`src/rtl/link_regs_pkg.sv`:
```
package link_regs_pkg;
	// ***********************************************
	// register offsets (byte addresses)
	// ***********************************************
	localparam logic [7:0] LINK_CTRL_OFF = 8'h00; // link control word
	localparam logic [7:0] CYC_TIMER_OFF = 8'h04; // cycle timer
	localparam logic [7:0] AREQ_HI_OFF = 8'h08; // async filter, sources 32..62 + all
	localparam logic [7:0] AREQ_LO_OFF = 8'h0C; // async filter, sources 0..31
	localparam logic [7:0] PREQ_HI_OFF = 8'h10; // physical filter high
	localparam logic [7:0] PREQ_LO_OFF = 8'h14; // physical filter low
	localparam logic [7:0] PHYS_LIM_OFF = 8'h18; // physical range limit
	localparam logic [7:0] ATX_CTRL_OFF = 8'h20; // context 0 control, +stride per context
	localparam logic [7:0] ATX_PTR_OFF = 8'h24; // context 0 command pointer
	localparam logic [7:0] ATX_STRIDE = 8'h08; // request ctx 0, response ctx 1
	// ***********************************************
	// field positions
	// ***********************************************
	localparam int LC_MASTER = 0; // cycle master
	localparam int LC_EXT_SEL = 1; // external_tick_select
	localparam int LC_ENABLE = 2; // timer_count_enable
	localparam int LC_SOFT_RST = 3; // software_reset_bit, write-1 pulse
	localparam int ALL_BIT = 31; // accept-all bit in async filter high word, all-buses bit in physical filter high word
	localparam int CC_RUN = 15;
	localparam int CC_WAKE = 12;
	localparam int CC_DEAD = 11;
	localparam int CC_ACTIVE = 10;
	localparam int PTR_ADDR_LSB = 4; // descriptor_pointer lsb
	// ***********************************************
	// reset values and timing
	// ***********************************************
	localparam logic [31:0] ZERO_RST = 32'h0000_0000; // filters, limit, pointers
	localparam logic [4:0] EVT_RST = 5'h00;
	localparam int CLK_KHZ = 200000; // system clock
	localparam int OFFSET_RATE_KHZ = 24576; // offset counting rate
	localparam logic [17:0] ACC_MOD = 18'(CLK_KHZ);
	localparam logic [17:0] ACC_STEP = 18'(OFFSET_RATE_KHZ);
	localparam logic [11:0] OFFSET_LAST = 12'd3071; // 3072 counts per cycle
	localparam logic [12:0] COUNT_LAST = 13'd7999; // 8000 cycles per second
	// ***********************************************
	// types
	// ***********************************************
	typedef struct packed {
		logic [6:0] seconds_field;
		logic [12:0] cycle_number_field;
		logic [11:0] tick_within_cycle;
	} cycle_timer_s;
	typedef struct packed {
		logic valid; // one-cycle request header strobe
		logic resp; // packet is a response
		logic rom; // targets config ROM or bus management regs
		logic local_bus; // source sits on the local bus
		logic [5:0] src; // source node number
		logic [47:0] offset; // destination offset
	} req_hdr_s;
	typedef struct packed {
		logic done; // descriptor finished
		logic err; // descriptor failed
		logic last; // finished descriptor ends the program
		logic [4:0] code; // completion code
	} ctx_evt_s;
	typedef enum logic [2:0] {
		CTX_IDLE = 3'b001,
		CTX_ACTIVE = 3'b010,
		CTX_DEAD = 3'b100
	} ctx_state_e;
endpackage

```
`src/rtl/link_regs.sv`:
```
// Summary of operation
// - master cycle start carries timer contents
// - external tick clears the offset
// - offset holds at 3071 awaiting tick
// - slave loads received cycle start, else counts
// - resets leave cycle timer untouched
// - seconds advance every 8000 cycles
// - cycle advances on tick or 3072 offsets
// - offset counts 24.576 MHz, 3072 per cycle
// - unlisted request sources dropped, no acknowledge
// - responses and ROM/CSR requests bypass filter
// - bus reset clears filter except accept-all
// - enabled source below limit goes physical
// - ROM/CSR requests always physical
// - bus reset clears physical filter except all-buses
// - physical range is limit shifted 16, minus one
// - run bit starts each transmit context
// - wake bit resumes descriptor processing
// - dead on error, active while busy, code
// - pointer reports failing or last descriptor
`timescale 1ns/1ps
`default_nettype none
module link_regs (
	input wire logic CLK_I,
	input wire logic RST_I,
	input wire logic [7:0] ADDR_I,
	input wire logic [31:0] WDATA_I,
	input wire logic WR_I,
	input wire logic RD_I,
	output logic [31:0] RDATA_O,
	input wire logic EXT_8K_TICK_I,
	input wire logic CSP_VALID_I,
	input wire logic [31:0] CSP_DATA_I,
	output logic CSP_TX_O,
	output logic [31:0] CSP_TX_DATA_O,
	input wire logic BUS_RESET_I,
	input wire link_regs_pkg::req_hdr_s REQ_I,
	output logic REQ_STORE_O,
	output logic REQ_DROP_O,
	output logic REQ_PHYS_O,
	input wire link_regs_pkg::ctx_evt_s [1:0] CTX_EVT_I,
	output logic [1:0] CTX_ACTIVE_O,
	output logic [1:0][31:0] CTX_DESC_O
);
	// ***********************************************
	// helpers
	// ***********************************************
	// source lookup shared by both filters; node 63 only via accept-all
	function automatic logic src_enabled(input logic [31:0] hi, input logic [31:0] lo, input logic [5:0] src);
		logic [63:0] vec;
		vec = {hi, lo};
		return hi[link_regs_pkg::ALL_BIT] | vec[src];
	endfunction

	// ***********************************************
	// register bus decode
	// ***********************************************
	logic [2:0] lctrl_q; // master, ext select, enable
	logic soft_q; // one-cycle software reset
	link_regs_pkg::cycle_timer_s timer_q, timer_d;
	logic [31:0] areq_hi_q, areq_lo_q, preq_hi_q, preq_lo_q;
	logic [31:0] plim_q; // physical_range_limit
	logic [31:0] rdata_q;
	logic [1:0][31:0] ctx_ctrl; // assembled control words
	logic [1:0][31:0] ptr_q;
	logic wr_timer;
	assign wr_timer = WR_I && (ADDR_I == link_regs_pkg::CYC_TIMER_OFF);

	// link control; soft reset bit self-clears after one cycle
	always_ff @(posedge CLK_I or posedge RST_I) begin
		if (RST_I) begin
			lctrl_q <= 3'h0;
			soft_q <= 1'b0;
		end else begin
			soft_q <= WR_I && (ADDR_I == link_regs_pkg::LINK_CTRL_OFF) && WDATA_I[link_regs_pkg::LC_SOFT_RST];
			if (WR_I && (ADDR_I == link_regs_pkg::LINK_CTRL_OFF)) begin
				lctrl_q <= WDATA_I[2:0];
			end
		end
	end

	// read mux; unmapped addresses read zero
	logic [31:0] rd_val;
	always_comb begin
		rd_val = 32'h0000_0000;
		case (ADDR_I)
			link_regs_pkg::LINK_CTRL_OFF: rd_val = {29'h0, lctrl_q};
			link_regs_pkg::CYC_TIMER_OFF: rd_val = timer_q;
			link_regs_pkg::AREQ_HI_OFF: rd_val = areq_hi_q;
			link_regs_pkg::AREQ_LO_OFF: rd_val = areq_lo_q;
			link_regs_pkg::PREQ_HI_OFF: rd_val = preq_hi_q;
			link_regs_pkg::PREQ_LO_OFF: rd_val = preq_lo_q;
			link_regs_pkg::PHYS_LIM_OFF: rd_val = plim_q;
			link_regs_pkg::ATX_CTRL_OFF: rd_val = ctx_ctrl[0];
			link_regs_pkg::ATX_PTR_OFF: rd_val = ptr_q[0];
			link_regs_pkg::ATX_CTRL_OFF + link_regs_pkg::ATX_STRIDE: rd_val = ctx_ctrl[1];
			link_regs_pkg::ATX_PTR_OFF + link_regs_pkg::ATX_STRIDE: rd_val = ptr_q[1];
			default: rd_val = 32'h0000_0000;
		endcase
	end

	// read data valid only in the cycle after the strobe
	always_ff @(posedge CLK_I or posedge RST_I) begin
		if (RST_I) begin
			rdata_q <= 32'h0000_0000;
		end else begin
			rdata_q <= RD_I ? rd_val : 32'h0000_0000;
		end
	end
	assign RDATA_O = rdata_q;

	// ***********************************************
	// cycle timer
	// ***********************************************
	logic ext_s1_q, ext_s2_q, ext_s3_q; // external tick synchroniser + edge
	logic [17:0] acc_q; // fractional rate accumulator
	logic tick_q; // one offset count
	logic ext_pulse, ext_mode, cyc_inc;
	logic [18:0] acc_sum;

	// two flops before any use, third for the rising edge
	always_ff @(posedge CLK_I or posedge RST_I) begin
		if (RST_I) begin
			ext_s1_q <= 1'b0;
			ext_s2_q <= 1'b0;
			ext_s3_q <= 1'b0;
		end else begin
			ext_s1_q <= EXT_8K_TICK_I;
			ext_s2_q <= ext_s1_q;
			ext_s3_q <= ext_s2_q;
		end
	end
	assign ext_pulse = ext_s2_q && !ext_s3_q && lctrl_q[link_regs_pkg::LC_ENABLE];
	// external select only counts while cycle master
	assign ext_mode = lctrl_q[link_regs_pkg::LC_MASTER] && lctrl_q[link_regs_pkg::LC_EXT_SEL];

	// average 24.576 MHz derived from 200 MHz; jitter is one clock, fine for a 125 us cycle
	assign acc_sum = {1'b0, acc_q} + {1'b0, link_regs_pkg::ACC_STEP};
	always_ff @(posedge CLK_I or posedge RST_I) begin
		if (RST_I) begin
			acc_q <= 18'h00000;
			tick_q <= 1'b0;
		end else if (acc_sum >= {1'b0, link_regs_pkg::ACC_MOD}) begin
			acc_q <= 18'(acc_sum - {1'b0, link_regs_pkg::ACC_MOD});
			tick_q <= lctrl_q[link_regs_pkg::LC_ENABLE];
		end else begin
			acc_q <= acc_sum[17:0];
			tick_q <= 1'b0;
		end
	end

	// next timer value; software write wins, then received packet
	always_comb begin
		timer_d = timer_q;
		cyc_inc = 1'b0;
		if (wr_timer) begin
			timer_d = WDATA_I;
		end else if (!lctrl_q[link_regs_pkg::LC_MASTER] && CSP_VALID_I) begin
			timer_d = CSP_DATA_I;
		end else if (ext_mode) begin
			if (ext_pulse) begin
				timer_d.tick_within_cycle = 12'h000;
				cyc_inc = 1'b1;
			end else if (tick_q && (timer_q.tick_within_cycle != link_regs_pkg::OFFSET_LAST)) begin
				// stalls at the last count until the tick comes
				timer_d.tick_within_cycle = timer_q.tick_within_cycle + 12'h001;
			end
		end else if (tick_q) begin
			if (timer_q.tick_within_cycle == link_regs_pkg::OFFSET_LAST) begin
				timer_d.tick_within_cycle = 12'h000;
				cyc_inc = 1'b1;
			end else begin
				timer_d.tick_within_cycle = timer_q.tick_within_cycle + 12'h001;
			end
		end
		if (cyc_inc) begin
			if (timer_q.cycle_number_field == link_regs_pkg::COUNT_LAST) begin
				timer_d.cycle_number_field = 13'h0000;
				timer_d.seconds_field = timer_q.seconds_field + 7'h01;
			end else begin
				timer_d.cycle_number_field = timer_q.cycle_number_field + 13'h0001;
			end
		end
	end

	// no reset on purpose: contents survive hard and soft reset
	always_ff @(posedge CLK_I) begin
		timer_q <= timer_d;
	end

	// cycle start sent at each boundary while master
	always_ff @(posedge CLK_I or posedge RST_I) begin
		if (RST_I) begin
			CSP_TX_O <= 1'b0;
			CSP_TX_DATA_O <= 32'h0000_0000;
		end else begin
			CSP_TX_O <= cyc_inc && lctrl_q[link_regs_pkg::LC_MASTER];
			if (cyc_inc && lctrl_q[link_regs_pkg::LC_MASTER]) begin
				CSP_TX_DATA_O <= timer_d;
			end
		end
	end

	// ***********************************************
	// request filters
	// ***********************************************
	// bus reset beats a same-cycle software write
	always_ff @(posedge CLK_I or posedge RST_I) begin
		if (RST_I) begin
			areq_hi_q <= link_regs_pkg::ZERO_RST;
			areq_lo_q <= link_regs_pkg::ZERO_RST;
			preq_hi_q <= link_regs_pkg::ZERO_RST;
			preq_lo_q <= link_regs_pkg::ZERO_RST;
			plim_q <= link_regs_pkg::ZERO_RST;
		end else begin
			if (BUS_RESET_I) begin
				areq_hi_q[30:0] <= 31'h0;
				areq_lo_q <= link_regs_pkg::ZERO_RST;
				preq_hi_q[30:0] <= 31'h0;
				preq_lo_q <= link_regs_pkg::ZERO_RST;
			end else if (WR_I) begin
				case (ADDR_I)
					link_regs_pkg::AREQ_HI_OFF: areq_hi_q <= WDATA_I;
					link_regs_pkg::AREQ_LO_OFF: areq_lo_q <= WDATA_I;
					link_regs_pkg::PREQ_HI_OFF: preq_hi_q <= WDATA_I;
					link_regs_pkg::PREQ_LO_OFF: preq_lo_q <= WDATA_I;
					default: ;
				endcase
			end
			// limit is untouched by soft and bus reset
			if (WR_I && (ADDR_I == link_regs_pkg::PHYS_LIM_OFF)) begin
				plim_q <= WDATA_I;
			end
		end
	end

	logic store_c, phys_c, in_range;
	// below limit << 16; software keeps limit at or under 0001_0000h
	assign in_range = REQ_I.offset < {plim_q[31:0], 16'h0000};
	assign store_c = REQ_I.resp || REQ_I.rom || src_enabled(areq_hi_q, areq_lo_q, REQ_I.src);
	assign phys_c = !REQ_I.resp && (REQ_I.rom || (in_range &&
		src_enabled(32'(preq_hi_q[30:0]), preq_lo_q, REQ_I.src) &&
		(REQ_I.local_bus || preq_hi_q[link_regs_pkg::ALL_BIT])));

	// one-cycle verdict per header
	always_ff @(posedge CLK_I or posedge RST_I) begin
		if (RST_I) begin
			REQ_STORE_O <= 1'b0;
			REQ_DROP_O <= 1'b0;
			REQ_PHYS_O <= 1'b0;
		end else begin
			REQ_STORE_O <= REQ_I.valid && store_c;
			REQ_DROP_O <= REQ_I.valid && !store_c;
			REQ_PHYS_O <= REQ_I.valid && phys_c;
		end
	end

	// ***********************************************
	// transmit contexts (0 request, 1 response)
	// ***********************************************
	genvar gi;
	generate
		for (gi = 0; gi < 2; gi++) begin : g_ctx
			link_regs_pkg::ctx_state_e state_q;
			logic run_q;
			logic [4:0] evt_q;
			logic wr_ctrl, wr_ptr, start, resume;
			assign wr_ctrl = WR_I && (ADDR_I == 8'(link_regs_pkg::ATX_CTRL_OFF + gi * link_regs_pkg::ATX_STRIDE));
			assign wr_ptr = WR_I && (ADDR_I == 8'(link_regs_pkg::ATX_PTR_OFF + gi * link_regs_pkg::ATX_STRIDE));
			assign start = wr_ctrl && WDATA_I[link_regs_pkg::CC_RUN] && !run_q;
			assign resume = wr_ctrl && WDATA_I[link_regs_pkg::CC_WAKE] && WDATA_I[link_regs_pkg::CC_RUN];
			assign ctx_ctrl[gi] = {16'h0, run_q, 2'b00, 1'b0, (state_q == link_regs_pkg::CTX_DEAD),
				(state_q == link_regs_pkg::CTX_ACTIVE), 5'h00, evt_q};

			// context state; soft reset stops it
			always_ff @(posedge CLK_I or posedge RST_I) begin
				if (RST_I) begin
					state_q <= link_regs_pkg::CTX_IDLE;
					run_q <= 1'b0;
					evt_q <= link_regs_pkg::EVT_RST;
				end else if (soft_q) begin
					state_q <= link_regs_pkg::CTX_IDLE;
					run_q <= 1'b0;
				end else begin
					if (wr_ctrl) begin
						run_q <= WDATA_I[link_regs_pkg::CC_RUN];
					end
					case (state_q)
						link_regs_pkg::CTX_IDLE: begin
							if (start || resume) begin
								state_q <= link_regs_pkg::CTX_ACTIVE;
							end
						end
						link_regs_pkg::CTX_ACTIVE: begin
							if (wr_ctrl && !WDATA_I[link_regs_pkg::CC_RUN]) begin
								state_q <= link_regs_pkg::CTX_IDLE;
							end else if (CTX_EVT_I[gi].err) begin
								state_q <= link_regs_pkg::CTX_DEAD;
								evt_q <= CTX_EVT_I[gi].code;
							end else if (CTX_EVT_I[gi].done && CTX_EVT_I[gi].last) begin
								state_q <= link_regs_pkg::CTX_IDLE;
								evt_q <= CTX_EVT_I[gi].code;
							end
						end
						link_regs_pkg::CTX_DEAD: begin
							// only clearing run or a soft reset leaves the error state
							if (wr_ctrl && !WDATA_I[link_regs_pkg::CC_RUN]) begin
								state_q <= link_regs_pkg::CTX_IDLE;
							end
						end
						default: state_q <= link_regs_pkg::CTX_IDLE;
					endcase
				end
			end

			// command pointer; advances by count x 16 bytes per finished descriptor except the last, which only clears the count
			always_ff @(posedge CLK_I or posedge RST_I) begin
				if (RST_I) begin
					ptr_q[gi] <= link_regs_pkg::ZERO_RST;
				end else if (wr_ptr) begin
					ptr_q[gi] <= WDATA_I;
				end else if (state_q == link_regs_pkg::CTX_ACTIVE && CTX_EVT_I[gi].done && !CTX_EVT_I[gi].err) begin
					if (CTX_EVT_I[gi].last) begin
						ptr_q[gi][3:0] <= 4'h0;
					end else begin
						ptr_q[gi][31:4] <= ptr_q[gi][31:4] + 28'(ptr_q[gi][3:0]);
					end
				end
			end
			assign CTX_ACTIVE_O[gi] = (state_q == link_regs_pkg::CTX_ACTIVE);
			assign CTX_DESC_O[gi] = ptr_q[gi];

			property p_ctx_err;
				@(posedge CLK_I) disable iff (RST_I)
				(state_q == link_regs_pkg::CTX_ACTIVE && CTX_EVT_I[gi].err && !wr_ctrl && !soft_q && !wr_ptr)
				|=> (ctx_ctrl[gi][link_regs_pkg::CC_DEAD] && !CTX_ACTIVE_O[gi] && ptr_q[gi] == $past(ptr_q[gi]));
			endproperty
			a_ctx_err: assert property (p_ctx_err) else $error("context not dead after error");
		end
	endgenerate

	// ***********************************************
	// checks
	// ***********************************************
	property p_hold;
		@(posedge CLK_I) disable iff (RST_I)
		(ext_mode && !wr_timer && timer_q.tick_within_cycle == link_regs_pkg::OFFSET_LAST && !ext_pulse)
		|=> $stable(timer_q);
	endproperty
	a_hold: assert property (p_hold) else $error("offset moved while waiting for tick");
	property p_ext_clr;
		@(posedge CLK_I) disable iff (RST_I)
		(ext_mode && ext_pulse && !wr_timer) |=> (timer_q.tick_within_cycle == 12'h000);
	endproperty
	a_ext_clr: assert property (p_ext_clr) else $error("offset not cleared by tick");
	property p_wrap;
		@(posedge CLK_I) disable iff (RST_I)
		(!ext_mode && tick_q && !wr_timer && !(CSP_VALID_I && !lctrl_q[link_regs_pkg::LC_MASTER])
		&& timer_q.tick_within_cycle == link_regs_pkg::OFFSET_LAST
		&& timer_q.cycle_number_field == link_regs_pkg::COUNT_LAST)
		|=> (timer_q.tick_within_cycle == 12'h000 && timer_q.cycle_number_field == 13'h0000
		&& timer_q.seconds_field == $past(timer_q.seconds_field) + 7'h01);
	endproperty
	a_wrap: assert property (p_wrap) else $error("cycle rollover wrong");

	property p_rx_load;
		@(posedge CLK_I) disable iff (RST_I)
		(!lctrl_q[link_regs_pkg::LC_MASTER] && CSP_VALID_I && !wr_timer) |=> (timer_q == $past(CSP_DATA_I));
	endproperty
	a_rx_load: assert property (p_rx_load) else $error("cycle start not loaded");
	property p_tx;
		@(posedge CLK_I) disable iff (RST_I)
		CSP_TX_O |-> (CSP_TX_DATA_O == timer_q && timer_q.tick_within_cycle == 12'h000);
	endproperty
	a_tx: assert property (p_tx) else $error("cycle start data differs from timer");
	property p_filter;
		@(posedge CLK_I) disable iff (RST_I)
		(REQ_I.valid && !REQ_I.resp && !REQ_I.rom && !areq_hi_q[link_regs_pkg::ALL_BIT]
		&& !src_enabled(areq_hi_q, areq_lo_q, REQ_I.src)) |=> (REQ_DROP_O && !REQ_STORE_O);
	endproperty
	a_filter: assert property (p_filter) else $error("unlisted source stored");

	property p_bypass;
		@(posedge CLK_I) disable iff (RST_I)
		(REQ_I.valid && (REQ_I.resp || REQ_I.rom)) |=> (REQ_STORE_O && (REQ_PHYS_O == $past(!REQ_I.resp)));
	endproperty
	a_bypass: assert property (p_bypass) else $error("bypass packet filtered");

	property p_bus_reset;
		@(posedge CLK_I) disable iff (RST_I)
		BUS_RESET_I |=> (areq_lo_q == 32'h0000_0000 && areq_hi_q[30:0] == 31'h0 && preq_lo_q == 32'h0000_0000
		&& areq_hi_q[31] == $past(areq_hi_q[31]) && preq_hi_q == {$past(preq_hi_q[31]), 31'h0});
	endproperty
	a_bus_reset: assert property (p_bus_reset) else $error("bus reset filter clear wrong");
endmodule
`default_nettype wire

```
`config.mk`:
```
export PLATFORM = sky130hd
export DESIGN_NAME = link_regs
export DESIGN_NICKNAME = d
export VERILOG_FILES = /design/src/rtl/link_regs_pkg.sv /design/src/rtl/link_regs.sv
export SDC_FILE = /design/constraint.sdc
export NUM_CORES = 1
export LEC_CHECK = 0
export BUFFER_PORTS_ARGS = -buffer_cell sky130_fd_sc_hd__buf_2
export CELL_PAD_IN_SITES_DETAIL_PLACEMENT = 1
export CELL_PAD_IN_SITES_GLOBAL_PLACEMENT = 1
export CORE_MARGIN = 4
export CORE_UTILIZATION = 25
export DETAILED_ROUTE_END_ITERATION = 12
export PLACE_DENSITY = 0.54
export RECOVER_POWER = 25
export SYNTH_ARGS = -nofsm -noshare
export SYNTH_HDL_FRONTEND = slang
export SYNTH_SLANG_ARGS = --single-unit
```
`constraint.sdc`:
```
create_clock -name CLK_I -period 11.4 [get_ports CLK_I]
set_clock_uncertainty 0.05 [all_clocks]
set_input_delay 1.71 -clock CLK_I [delete_from_list [all_inputs] [get_ports CLK_I]]
set_output_delay 1.71 -clock CLK_I [all_outputs]
set_load 0.02 [all_outputs]
```
Word-level counts from Yosys, hierarchy flattened
Cells that the tools add are included.
Storage, ports and cells
  RAM bits: 0
  latch bits: 0
  register bits: 368
  ROM bits: 0
  bits of input ports: 153
  memories: 0
Operators by class
  bitwise operators: 5
  div/mod/pow operators: 0
  eq/ne operators: 27
  mux-type cells: 67
  add/sub/neg operators: 7
  $mul: 0
  shift-type cells: 0
  reductions and logical operators: 79
  $lt $le $gt $ge: 3
Operator list (count)
  two-way mux 32 bit: 12
  one-hot mux 32 bit (11 select lines): 1
  two-way mux 31 bit: 6
  two-way mux 12 bit: 6
  adder 28 x 4 -> 28 bit: 2
  two-way mux 28 bit: 2
  less-than comparator 48 bit: 1
  two-way mux 20 bit: 2
  logical AND 1 bit: 36
  two-way mux 3 bit: 12
  == test 8 x 6 -> 1 bit (second input constant): 4
  nonzero test 2 bit: 13
  == test 8 x 5 -> 1 bit (second input constant): 3
  two-way mux 5 bit: 4
  adder 18 x 15 -> 19 bit (second input constant): 1
  greater-or-equal comparator 19 x 18 -> 1 bit (second input constant): 1
  two-way mux 18 bit: 1
  one-hot mux 3 bit (3 select lines): 2
  subtractor 18 bit (second input constant): 1
  == test 8 x 4 -> 1 bit (second input constant): 2
  AND reduction 2 bit: 8
  adder 13 x 1 -> 13 bit (second input constant): 1
  == test 13 bit (second input constant): 1
  two-way mux 1 bit: 13
  other kinds (24): 53

Depth between registers and ports, before layout
  depth after elaboration: 9
  gate-level depth with buffers: 10

Least setup slack after synthesis
No wires, ideal clock.
  path kind: input-to-reg
  start point: in REQ_I[49] (netlist bit)
  end point: reg REQ_STORE_O
  library setup time: 124 ps
  required time: 11226 ps
  stages on the path: 7
  setup slack: 7978 ps
  arrival time: 3248 ps
  path buffers: 2
  cell sequence: buf_6 -> buf_6 -> mux2_4 -> mux4_2 -> nand3b_1 -> a41oi_2 -> o31a_1
On the way
  word-level cells in the longest chain between the ends: 5
Ends and longest elaborated chain
  start: declaration: RTL line link_regs.sv:37  | input wire link_regs_pkg::req_hdr_s REQ_I,
  binary-select mux 1 bit (select 6 bit): RTL line link_regs.sv:52  | return hi[link_regs_pkg::ALL_BIT] | vec[src];
  two-way mux 1 bit (implied by the code): RTL line link_regs.sv:52
  bitwise OR 1 bit: RTL line link_regs.sv:52
  logical OR 1 bit: RTL line link_regs.sv:240  | assign store_c = REQ_I.resp || REQ_I.rom || src_enabled(areq_hi_q, areq_lo_q, REQ_I.src);
  logical AND 1 bit: RTL line link_regs.sv:252  | REQ_STORE_O <= REQ_I.valid && store_c;
  end signal: assignment: RTL line link_regs.sv:252
  end: declaration: RTL line link_regs.sv:38  | output logic REQ_STORE_O,
Every way passes these cells. The select of a mux whose other input is x is not followed.
A chain may end at the register's enable or synchronous reset.

==> impl_results.md <==
* Status: finished, violations left
* Failing checks: capacitance limit, slew limit
* Distinct cell type count after synthesis at 96
* P_sw at 0.852 mW
* Routed Antenna Nets at 0
* DRT iter0 DRCs at 1652
* Core footprint at 0.0794 mm^2
* CTS max path bufs at 3
* Post-synth EDFFs at 0
* IO buf count at 270
* Drt total wl at 92900 um
* Pins Over Slew Limit at 115
* R2R Path Start: CTX_DESC_O[4]
* Syn Inst Count at 2189
* CTS Sinks at 362
* CP most frequent cell: buf_4
* Die W at 292 um
* Slew @ Worst Pin at 4.69 ns
* Initial Util at 25.4%
* YS warnings at 0
* Hold Violations, Final at 0
* Placed Cells incl. Taps at 3365
* Worst path cell trace: buf_2 > clkinvlp_2 > buf_4 > buf_4
* Worst-path fanout max at 92
* Slew Limit Headroom at -214%
* Final nets at 2564
* PD cells at 132 mW/mm^2
* Post-CTS resize count at 0
* Max stage delay on crit path at 2.57 ns
* Total CTS buffers at 46
* Fraction of layout cells with a size suffix above 1 at 20.3%
* Synthesized area at 0.0201 mm^2
* CP max stage cell: clkinvlp_2
* Clk slew on worst S/H paths at 0.06 ns
* Hold WC Path Type: flip-flop to flip-flop
* HP Start: ext_s1_q
* Ys flop type: dfrtp_1
* Seq cells post-synth at 362
* DR vias/cell at 5.34
* Via count at 18400
* Hold depth at 0
* Fmax at 0.171 GHz
* CTS tree: built
* DIE AREA at 0.0851 mm^2
* Flop pwr share at 43.9%
* Min cycle time layout at 5.84 ns
* Final non-filler cell total at 3450
* Vias in the first global route at 19400
* Site Rows at 103
* DRC viols at 0
* Sum of negative setup slack at 0 ns
* Seq/Total Area, Yosys at 44.2%
* RSZ-0062 raised after global routing: no
* CP startpoint kind: input pin
* Pin count of the biggest net entering global routing at 93
* Initial antenna violation count at 6
* Clock tree root driver cell: clkbuf_16
* Chip Height at 292 um
* DR WL/cell at 26.9 um
* Gr usage total at 21.3%
* Final worst-path cycle share at 51.2%
* Hold Crit Endpoint: ext_s2_q
* Gr ovfl total at 0
* Leak at 9.97 nW
* Area growth from synthesis to layout at 18.2%
* Worst hold slack at 0.298 ns
* Layout Utilization at 30.0%
* # IOs at 287
* Reg-to-Reg End: CTX_DESC_O[22]
* RePlAce Congestion at 0.865
* Reg2Reg Depth at 9
* Reg2reg setup slack at 8.37 ns
* Clock latency on the worst-skew pair at 0.61 ns
* Post-synth ARST share at 91.2%
* Final setup viols at 0
* Half-perimeter wire length after placement at 68000 um
* Mapped Avg Cell Area at 9.20 um^2
* Internal power at 2.29 mW
* Htree depth at 2
* First-pass GRT wire length at 137000 um
* Sw Share at 27.1%
* Combinational fraction of design power at 8.8%
* Worst Path Required at 11.92 ns
* CP Class: input pin to asynchronous set/reset pin
* Max-Cap Viols at 2
* Clock power frac at 47.2%
* Crit end category: asynchronous set/reset pin
* Postcts setup bufs at 0
* Critical Path AT at 6.36 ns
* TritonRoute pass-1 iters at 6
* Worst VDD drop at 112 uV
* Mapped Nets at 2390
* Hold-fix buffers, CTS at 0
[power groups by stage]
stage	sequential, mW	combinational, mW	clock [mW]
2_1_floorplan	1.38	0.154	0
3_3_place_gp	1.40	0.273	0
3_5_place_dp	1.40	0.280	0
4_1_cts	1.38	0.282	1.52
5_1_grt	1.38	0.307	1.58
6_report	1.38	0.278	1.48
[cell usage after synthesis, types with 32 or more instances]
| library cell | count | area [um^2] |
|---|---|---|
| inv_1 | 63 | 236 |
| a22oi_1 | 82 | 616 |
| xnor2_1 | 43 | 377 |
| nand3_1 | 53 | 265 |
| dfxtp_1 | 32 | 641 |
| nand2_1 | 441 | 1660 |
| o21ai_0 | 109 | 546 |
| nor3_1 | 33 | 165 |
| buf_2 | 39 | 195 |
| ha_1 | 46 | 576 |
| dfrtp_1 | 328 | 8210 |
| mux2_2 | 69 | 777 |
| a21oi_1 | 177 | 886 |
| xor2_1 | 32 | 280 |
| nor2_1 | 76 | 285 |
| clkbuf_1 | 118 | 443 |
| mux2i_1 | 43 | 430 |
[registers in the layout, indices dropped and copies added (netlist names), 2 cells and up]
signal / count
CSP_TX_DATA_O: 32
CTX_DESC_O: 64
RDATA_O: 32
acc_q: 12
areq_hi_q: 32
areq_lo_q: 32
g_ctx.evt_q: 10
g_ctx.run_q: 2
g_ctx.state_q: 6
lctrl_q: 3
plim_q: 32
preq_hi_q: 32
preq_lo_q: 32
timer_q: 32
[worst max-delay path by stage]
stage	start	endpoint	slack, ns
2_1_floorplan	RST_I	CSP_TX_DATA_O[0]	0.50
3_3_place_gp	ADDR_I[2]	plim_q[25]	5.83
3_5_place_dp	ADDR_I[2]	plim_q[21]	5.77
4_1_cts	ADDR_I[2]	plim_q[23]	6.39
5_1_grt	RST_I	CSP_TX_DATA_O[29]	4.64
6_report	RST_I	RDATA_O[9]	5.56
[worst max-delay path, delay by kind of cell]
family	cells	cell delay [ns]
buffers and inverters	4	4.50
[cells in the final DEF, fill, tap and decap left out, types with 18 or more instances in the layout]
cell	count
xor2_1	32
mux2i_1	43
buf_4	30
dfxtp_1	32
nor3_1	33
dfrtp_1	328
o21ai_0	110
nand4_1	28
inv_1	62
a22o_1	26
nand3_1	53
nand2_1	440
buf_2	258
nor2_1	72
a222oi_1	20
a31oi_1	30
a211oi_1	18
mux2_2	69
ha_1	46
a22oi_1	82
a21oi_1	177
and2_1	20
xnor2_1	43
mux4_2	21
and3_1	22
clkbuf_16	46
clkbuf_1	30
[layout make-up]
type                    count  area (um^2)
diodes                      3         7.51
clock buffers              71         1320
clock inverters            11          174
fillers                  9294        55600
inverters                  65          245
multi-input cells        1588        10300
flip-flops and latches    362         8900
well taps                1050         1310
repair buffers            300         1560
[layer usage]
metal / wire length (um) / up-vias / GRT usage [%] / share of wire [%]
met4: 2580 / 2 / 6.20 / 2.8
li1: - / 8172 / - / -
met3: 7420 / 151 / 6.02 / 8.0
met2: 42000 / 623 / 33.4 / 45
met1: 40800 / 9462 / 28.7 / 44
met5: 13 / - / 0 / 0.014
[through the flow]
step	cell area [um^2]	setup slack [ns]	power, mW
finish	23800	5.56	3.14
global route	23800	4.64	3.27
CTS	23800	6.39	3.18
global placement	22300	5.83	1.67
detailed placement	22300	5.77	1.68
floorplan	20100	0.504	1.54
[cell families after synthesis]
logic type | synth area share, %
XOR/XNOR | 3.26
multiplexers | 8.64
AO/OA/AOI/OAI | 18.0
buffers and inverters | 5.08
flip-flops | 44.2
AND/OR/NAND/NOR | 17.8
adder cells (fa/ha/maj) | 3.06
No activity file was read; power rests on OpenSTA's default activity.
